[src/hw/cb_io_regs_pkg.sv]
// Constants and carrier types for the CardBus I/O window and interrupt pin registers
package cb_io_regs_pkg;

	// Configuration offsets (byte addresses)
	localparam logic [7:0] OFS_IO0_BASE     = 8'h2C;
	localparam logic [7:0] OFS_IO0_LIMIT    = 8'h30;
	localparam logic [7:0] OFS_IO1_BASE     = 8'h34;
	localparam logic [7:0] OFS_IO1_LIMIT    = 8'h38;
	localparam logic [7:0] OFS_IRQ_WORD     = 8'h3C;
	localparam logic [7:0] OFS_IRQ_LINE     = 8'h3C;
	localparam logic [7:0] OFS_IRQ_PIN      = 8'h3D;
	localparam logic [7:0] OFS_SYS_CTRL     = 8'h80;
	localparam int unsigned WINDOWS         = 2;
	localparam logic [7:0] WINDOW_STRIDE    = 8'h08;

	// Field layouts
	localparam logic [31:0] BASE_WMASK      = 32'hFFFF_FFFC;
	localparam logic [31:0] LIMIT_WMASK     = 32'h0000_FFFC;
	localparam logic [1:0]  LIMIT_LOW_ONES  = 2'h3;
	localparam int unsigned PAGE_MSB        = 31;
	localparam int unsigned PAGE_LSB        = 16;
	localparam int unsigned OFFS_MSB        = 15;
	localparam int unsigned PIN_LSB         = 8;
	localparam int unsigned TIE_A_B_POS     = 29;
	localparam int unsigned TIE_EVERY_POS   = 28;

	// Reset values
	localparam logic [31:0] WINDOW_RST      = 32'h0000_0000;
	localparam logic [7:0]  IRQ_LINE_RST    = 8'hFF;

	// Reported pin codes
	localparam logic [7:0]  PIN_NONE        = 8'h00;
	localparam logic [7:0]  PIN_A           = 8'h01;
	localparam logic [7:0]  PIN_B           = 8'h02;
	localparam logic [7:0]  PIN_C           = 8'h03;
	localparam logic [2:0]  FUNC_0          = 3'h0;
	localparam logic [2:0]  FUNC_1          = 3'h1;
	localparam logic [2:0]  FUNC_2          = 3'h2;

	typedef struct packed {
		logic        valid;
		logic        write;
		logic [5:0]  dw_addr;
		logic [3:0]  byte_en;
		logic [31:0] wdata;
	} cfg_req_t;

	typedef struct packed {
		logic        ack;
		logic [31:0] rdata;
	} cfg_resp_t;

	typedef struct packed {
		logic        valid;
		logic        from_cardbus;
		logic [31:0] addr;
	} io_req_t;

	typedef struct packed {
		logic        valid;
		logic        hit;
		logic        window;
		logic        claim;
		logic        to_pci;
	} io_resp_t;

endpackage

[src/hw/cardbus_io_window_reported_pin_value_regs.sv]
// CardBus bridge I/O window, interrupt line and interrupt pin configuration registers
`timescale 1ns/100ps
`default_nettype none

module cardbus_io_window_reported_pin_value_regs (
	input  wire logic                       core_clk,
	input  wire logic                       rstn,
	input  wire logic [2:0]                 func_num,
	input  wire cb_io_regs_pkg::cfg_req_t   cfg_req,
	output var  cb_io_regs_pkg::cfg_resp_t  cfg_resp,
	input  wire cb_io_regs_pkg::io_req_t    io_req,
	output var  cb_io_regs_pkg::io_resp_t   io_resp,
	output logic                            tie_a_b_irq_bit,
	output logic                            tie_every_irq_bit,
	output logic [7:0]                      reported_pin_value
);
	import cb_io_regs_pkg::*;

	////////////////////////////////////////////////////////////////////////////////
	// Helpers

	function automatic logic [5:0] dw_of(input logic [7:0] ofs);
		dw_of = ofs[7:2];
	endfunction

	// Byte-lane merge, then force read-only bits back to zero
	function automatic logic [31:0] merge(input logic [31:0] old, input logic [31:0] wd,
		input logic [3:0] be, input logic [31:0] wmask);
		logic [31:0] m;
		m = old;
		for (int i = 0; i < 4; i++) begin
			if (be[i]) begin
				m[i*8 +: 8] = wd[i*8 +: 8];
			end
		end
		merge = m & wmask;
	endfunction

	function automatic logic [7:0] pin_code(input logic [2:0] fn, input logic ab, input logic all);
		logic [7:0] p;
		p = PIN_NONE;
		if (fn == FUNC_0) begin
			p = PIN_A;
		end else if (fn == FUNC_1) begin
			p = (ab || all) ? PIN_A : PIN_B;
		end else if (fn == FUNC_2) begin
			p = all ? PIN_A : PIN_C;
		end
		pin_code = p;
	endfunction

	////////////////////////////////////////////////////////////////////////////////
	// Storage

	logic [31:0] io_base  [WINDOWS];
	logic [31:0] io_limit [WINDOWS];
	logic [7:0]  irq_routing_scratch;
	logic        tie_a_b;
	logic        tie_every;

	wire         wr_en      = cfg_req.valid && cfg_req.write;
	wire         wr_irq     = wr_en && (cfg_req.dw_addr == dw_of(OFS_IRQ_WORD));
	wire         wr_sysctl  = wr_en && (cfg_req.dw_addr == dw_of(OFS_SYS_CTRL));
	wire [1:0]   line_lane  = OFS_IRQ_LINE[1:0];
	wire [31:0]  sys_word   = {2'h0, tie_a_b, tie_every, 28'h0};
	wire [31:0]  next_sys   = merge(sys_word, cfg_req.wdata, cfg_req.byte_en, 32'hFFFF_FFFF);
	wire [7:0]   next_pin   = pin_code(func_num, tie_a_b, tie_every);

	logic [WINDOWS-1:0] win_en;
	logic [WINDOWS-1:0] win_hit;

	genvar g;
	generate
		for (g = 0; g < WINDOWS; g++) begin : g_win
			localparam logic [7:0] BASE_OFS  = OFS_IO0_BASE + 8'(g) * WINDOW_STRIDE;
			localparam logic [7:0] LIMIT_OFS = OFS_IO0_LIMIT + 8'(g) * WINDOW_STRIDE;
			wire wr_base  = wr_en && (cfg_req.dw_addr == dw_of(BASE_OFS));
			wire wr_limit = wr_en && (cfg_req.dw_addr == dw_of(LIMIT_OFS));
			wire [15:0] top = {io_limit[g][OFFS_MSB:2], LIMIT_LOW_ONES};

			always_ff @(posedge core_clk) begin
				if (!rstn) begin
					io_base[g]  <= WINDOW_RST;
					io_limit[g] <= WINDOW_RST;
				end else begin
					if (wr_base) begin
						io_base[g] <= merge(io_base[g], cfg_req.wdata, cfg_req.byte_en, BASE_WMASK);
					end
					if (wr_limit) begin
						io_limit[g] <= merge(io_limit[g], cfg_req.wdata, cfg_req.byte_en, LIMIT_WMASK);
					end
				end
			end

			assign win_en[g]  = (io_base[g] != WINDOW_RST) || (io_limit[g] != WINDOW_RST);
			assign win_hit[g] = win_en[g]
				&& (io_req.addr[PAGE_MSB:PAGE_LSB] == io_base[g][PAGE_MSB:PAGE_LSB])
				&& (io_req.addr[OFFS_MSB:0] >= io_base[g][OFFS_MSB:0])
				&& (io_req.addr[OFFS_MSB:0] <= top);
		end
	endgenerate

	////////////////////////////////////////////////////////////////////////////////
	// Interrupt line, tie bits

	always_ff @(posedge core_clk) begin
		if (!rstn) begin
			irq_routing_scratch <= IRQ_LINE_RST;
			tie_a_b             <= 1'b0;
			tie_every           <= 1'b0;
		end else begin
			if (wr_irq && cfg_req.byte_en[line_lane]) begin
				irq_routing_scratch <= cfg_req.wdata[8*line_lane +: 8];
			end
			// Software must have put terminal three into serialized mode first
			if (wr_sysctl) begin
				tie_a_b   <= next_sys[TIE_A_B_POS];
				tie_every <= next_sys[TIE_EVERY_POS];
			end
		end
	end

	////////////////////////////////////////////////////////////////////////////////
	// Configuration read path

	logic [31:0] rd_word;

	always_comb begin
		if (cfg_req.dw_addr == dw_of(OFS_IO0_BASE)) begin
			rd_word = io_base[0];
		end else if (cfg_req.dw_addr == dw_of(OFS_IO0_LIMIT)) begin
			rd_word = io_limit[0];
		end else if (cfg_req.dw_addr == dw_of(OFS_IO1_BASE)) begin
			rd_word = io_base[1];
		end else if (cfg_req.dw_addr == dw_of(OFS_IO1_LIMIT)) begin
			rd_word = io_limit[1];
		end else if (cfg_req.dw_addr == dw_of(OFS_IRQ_WORD)) begin
			rd_word = {16'h0, next_pin, irq_routing_scratch};
		end else if (cfg_req.dw_addr == dw_of(OFS_SYS_CTRL)) begin
			rd_word = sys_word;
		end else begin
			rd_word = 32'h0000_0000;
		end
	end

	// One-cycle answer; reads see the value before a same-cycle write
	always_ff @(posedge core_clk) begin
		if (!rstn) begin
			cfg_resp <= '0;
		end else begin
			cfg_resp.ack   <= cfg_req.valid;
			cfg_resp.rdata <= (cfg_req.valid && !cfg_req.write) ? rd_word : 32'h0000_0000;
		end
	end

	////////////////////////////////////////////////////////////////////////////////
	// Window decode for both directions

	wire any_hit = |win_hit;
	wire hit_sel = win_hit[1] && !win_hit[0];

	always_ff @(posedge core_clk) begin
		if (!rstn) begin
			io_resp <= '0;
		end else begin
			io_resp.valid  <= io_req.valid;
			io_resp.hit    <= io_req.valid && any_hit;
			io_resp.window <= io_req.valid && hit_sel;
			io_resp.claim  <= io_req.valid && !io_req.from_cardbus && any_hit;
			io_resp.to_pci <= io_req.valid && io_req.from_cardbus && !any_hit;
		end
	end

	always_ff @(posedge core_clk) begin
		if (!rstn) begin
			tie_a_b_irq_bit    <= 1'b0;
			tie_every_irq_bit  <= 1'b0;
			reported_pin_value <= PIN_A;
		end else begin
			tie_a_b_irq_bit    <= tie_a_b;
			tie_every_irq_bit  <= tie_every;
			reported_pin_value <= next_pin;
		end
	end
endmodule // cardbus_io_window_reported_pin_value_regs

`default_nettype wire

[config.mk]
export PLATFORM = sky130hd
export DESIGN_NAME = cardbus_io_window_reported_pin_value_regs
export DESIGN_NICKNAME = d
export VERILOG_FILES = /design/src/hw/cb_io_regs_pkg.sv /design/src/hw/cardbus_io_window_reported_pin_value_regs.sv
export SDC_FILE = /design/constraint.sdc
export NUM_CORES = 1
export LEC_CHECK = 0
export BUFFER_PORTS_ARGS = -buffer_cell sky130_fd_sc_hd__buf_2
export CAP_MARGIN = 0
export CORE_MARGIN = 10
export CORE_UTILIZATION = 55
export CTS_CLUSTER_SIZE = 14
export DETAILED_ROUTE_END_ITERATION = 8
export PLACE_DENSITY = 0.79
export SETUP_SLACK_MARGIN = 0.05
export SYNTH_ARGS = -nofsm -noshare
export SYNTH_HDL_FRONTEND = slang
export SYNTH_SLANG_ARGS = --single-unit
[constraint.sdc]
create_clock -name core_clk -period 3.65 [get_ports core_clk]
set_clock_uncertainty 0.1 [all_clocks]
set_input_delay 0.73 -clock core_clk [delete_from_list [all_inputs] [get_ports core_clk]]
set_output_delay 0.73 -clock core_clk [all_outputs]
set_load 0.005 [all_outputs]
==> results <==
- Dividing the final minimum period by the clock period gives 0.715.
- The worst pin sits at a relative slew slack of 0.584.
- The cell count after synthesis is 728.
- Setup repair after global routing left no endpoint under its margin.
- The mapped cell area is 7450 um2.
- From synthesis to final layout, the design area changed by 17.4%.
- The number of gates resized after CTS was 0.
- The clock transition at the registers of the reported paths is 50 ps.
- The die covers 18,600 um2.
- In this run the power density over the cells is 430 nW/um2.
- The number of warning messages in the yosys log is 0.
- The starting density of the core is 0.563.
- Of the total synthesized cell area, the portion taken by AND, OR, NAND and NOR gates is 0.199.
- The worst path arrival time is 2590 ps.
- Clock tree synthesis selected as its root buffer the cell sky130_fd_sc_hd__clkbuf_16.
- The pin count of the biggest net entering global routing is 56.
- In this run, post-CTS hold repair placed 0 buffers.
- The max capacitance violation total is 0.
- Yosys attributes the largest share of cell area to sky130_fd_sc_hd__edfxtp_1, sky130_fd_sc_hd__dfxtp_1, sky130_fd_sc_hd__ha_1, sky130_fd_sc_hd__and3_1, sky130_fd_sc_hd__xor2_1.
- The post-synthesis compound-gate area fraction is 0.0954.
- The prevailing post-synth register cell is sky130_fd_sc_hd__edfxtp_1.
- After synthesis the netlist holds a flip-flop and latch count of 140.
- The number of enable flip-flop cells after synthesis is 88.
- The count of H-tree levels built during CTS is 4.
- The clock latency on the worst-skew pair is 420 ps.
- The flow ran to the end, and the final reports show no timing, DRC or antenna violations.
- The number of buffers added by the clock tree synthesis step is 17.
- Adding up every negative setup slack in the final design gives 0 ps.
- Buffers added to address setup during post-CTS repair amount to 0.
- Summed over all cells, the static leakage comes to 4.05 nW.
- From bottom edge to top edge, the die measures 136 um.
- The number of placed instances, taps included, is 1,002.
- The number of distinct library cell variants in the gate-level netlist after synthesis is 50.
- The tightest min-delay check is of the reg2reg type.
- After detailed routing, the total wire length is 21,600 um.
- Dividing the synthesized area by the synthesized cell count gives 10.2 um2.
- The portion of synthesized cell area occupied by the leading cell type is 0.355.
- The fraction of registers with async set or reset after synthesis is 0.
- The post-layout worst setup margin is 1040 ps.
- Using the TritonRoute via totals, the vias-per-cell ratio works out to 6.01.
- For this run, the total global-route usage over all layers was measured as 0.231.
- The startpoint class of the critical path is an input pin.
- The residual overflow from global routing is 0.
- Routability-driven placement finished with a final weighted congestion of 0.965.
- The post-place setup slack is 666 ps.
- Pin placement for this block handled 131 I/O pins.
- The maximum root-to-sink buffer count is 2.
- The core outline area is 13,200 um2.
- The peak supply drop is 0.322 mV.
- The layout cell share with drive strength beyond 1 is 0.195.
- Of the total synthesized cell area, the portion taken by full adders, half adders and majority gates is 0.0940.
- The count of endpoints failing setup in the final report is 0.
- For this design, the sink count on the clock tree is 140.
- The first-pass GRT wire length is 33,500 um.
- Of the total synthesized cell area, the portion taken by XOR and XNOR cells is 0.0376.
- The HPWL after detailed placement is 16,500 um.
- The antenna violation net count after detailed routing is 0.
- The final cell count without fillers is 1,035.
- For this block, the initial DRC count from the detailed router was 655.
- The quantity of I/O buffers inserted on ports is 124.
- Data on the critical path is required at its endpoint by 3630 ps.
- The share of the Yosys chip area taken by registers is 0.494.
- The worst hold margin is 379 ps.
- The final critical path time including I/O delays and setup is 2610 ps.
- The detailed-route DRC error count is 0.
- The total count of hold-check failures in the final report is 0.
- The critical path is of the in2reg type.
- After detailed routing, the average wire length per cell comes to 20.8 um.
- The floorplan row count is 42.
- The multiplexer area fraction after synthesis is 0.0259.
- The cell type with the largest total area after synthesis is sky130_fd_sc_hd__edfxtp_1.
- The clock tree from TritonCTS is built.
- Along the worst path, the maximum fanout reaches 21.
- The vias after detailed routing is 6,224.
- From left edge to right edge, the die measures 136 um.
- The kind of end point of the critical path is a flop.
- The pre-antenna-repair detailed-routing pass consisted of 6 iterations.
- The number of global-route vias before repair was 6,355.
- In the layout the commonest cells are sky130_fd_sc_hd__buf_2, sky130_fd_sc_hd__edfxtp_1, sky130_fd_sc_hd__and3_1.
- The net count of the finished layout is 984.
- Overall power consumption after layout is estimated at 3.76 mW.
- The largest family of logic cells by synthesized area is simple AND/OR/NAND/NOR gates.
- The achievable frequency is 383 MHz.
- Leaving out fill and tap cells, the most frequent cell in the layout is sky130_fd_sc_hd__buf_2.
- For the pin with the worst max-slew slack, the measured transition is 624 ps.
- The number of antenna violations at the first check in global routing came to 2.
- The max-slew violation count was 0.
==> power by group <==
| part | total, mW | internal (mW) | switching (mW) |
|---|---|---|---|
| Clock | 1.60 | 0.966 | 0.634 |
| Sequential | 1.80 | 1.74 | 0.0592 |
| Combinational | 0.368 | 0.146 | 0.222 |
| Total | 3.76 | 2.85 | 0.915 |
==> per-layer routing <==
metal / part of all wire / track usage / routed length (um)
met1: 0.41 / 0.294 / 8890
met2: 0.47 / 0.367 / 10100
met5: 0.00042 / 0 / 9
met3: 0.099 / 0.0661 / 2140
met4: 0.020 / 0.0805 / 432
==> critical path, stage by stage <==
cell	delay (ps)
sky130_fd_sc_hd__buf_2	120
sky130_fd_sc_hd__and4bb_2	650
sky130_fd_sc_hd__nor3b_1	300
sky130_fd_sc_hd__and2_0	370
sky130_fd_sc_hd__nand2_1	110
sky130_fd_sc_hd__nand2_1	300
==> kinds of logic after synthesis <==
kind of cell / count (synthesis)
fa+ha+maj: 56
compound gates: 101
flops: 140
xor+xnor: 32
simple gates: 282
buf+inv: 98
mux: 18
other cells: 1
==> sequential cells by signal, indices dropped and copies added (netlist names) <==
| name | cells |
|---|---|
| cfg_resp | 33 |
| io_base | 60 |
| io_limit | 28 |
| io_resp | 5 |
| irq_routing_scratch | 8 |
| reported_pin_value | 2 |
| tie_a_b | 1 |
| tie_a_b_irq_bit | 1 |
| tie_every | 1 |
| tie_every_irq_bit | 1 |
==> cell type report <==
cell class | count | area [um2]
clock buffers | 24 | 472
inverters | 57 | 214
flip-flops and latches | 140 | 3680
repair buffers | 134 | 696
multi-input cells | 495 | 3390
clock inverters | 8 | 71.3
well taps | 176 | 220
diodes | 1 | 2.50
fillers | 1049 | 4490
==> stage by stage <==
| stage | area (um2) | utilization |
|---|---|---|
| after floorplan | 7470 | - |
| after global placement | 8210 | 0.620 |
| after detailed placement | 8210 | 0.620 |
| after CTS | 8750 | 0.661 |
| after global routing | 8750 | 0.661 |
| final | 8750 | 0.661 |
==> final timing paths <==
check / start / end / slack [ps] / cells after the start
worst max-delay path: cfg_req[40] / io_limit[0][12] / 1040 / 6
worst min register to register: irq_routing_scratch[0] / irq_routing_scratch[0] / 380 / 2
worst max register to register: io_limit[0][4] / io_resp[0] / 1250 / 8
worst min-delay path: irq_routing_scratch[0] / irq_routing_scratch[0] / 380 / 2
==> synth_stat cells, types with 2 or more instances <==
cell and count:
sky130_fd_sc_hd__clkbuf_1 25, sky130_fd_sc_hd__nor2_1 57, sky130_fd_sc_hd__buf_1 3, sky130_fd_sc_hd__mux2i_1 17, sky130_fd_sc_hd__inv_1 57, sky130_fd_sc_hd__o31a_1 2, sky130_fd_sc_hd__o21ai_0 18, sky130_fd_sc_hd__a222oi_1 9
sky130_fd_sc_hd__xor2_1 32, sky130_fd_sc_hd__o41ai_1 2, sky130_fd_sc_hd__edfxtp_1 88, sky130_fd_sc_hd__dfxtp_1 52, sky130_fd_sc_hd__nor4_1 31, sky130_fd_sc_hd__a22oi_1 21, sky130_fd_sc_hd__buf_4 6, sky130_fd_sc_hd__a22o_1 7
sky130_fd_sc_hd__nor2b_1 6, sky130_fd_sc_hd__nand2_1 61, sky130_fd_sc_hd__ha_1 56, sky130_fd_sc_hd__buf_2 7, sky130_fd_sc_hd__and2_1 13, sky130_fd_sc_hd__nor3_1 6, sky130_fd_sc_hd__a211oi_1 2, sky130_fd_sc_hd__nand2b_1 3
sky130_fd_sc_hd__a21oi_1 22, sky130_fd_sc_hd__a311oi_1 2, sky130_fd_sc_hd__nand3_1 8, sky130_fd_sc_hd__nor3b_1 2, sky130_fd_sc_hd__a21o_1 7, sky130_fd_sc_hd__nand4_1 18, sky130_fd_sc_hd__and4_1 2, sky130_fd_sc_hd__and3_1 68
(Power assumes the default switching activity.)
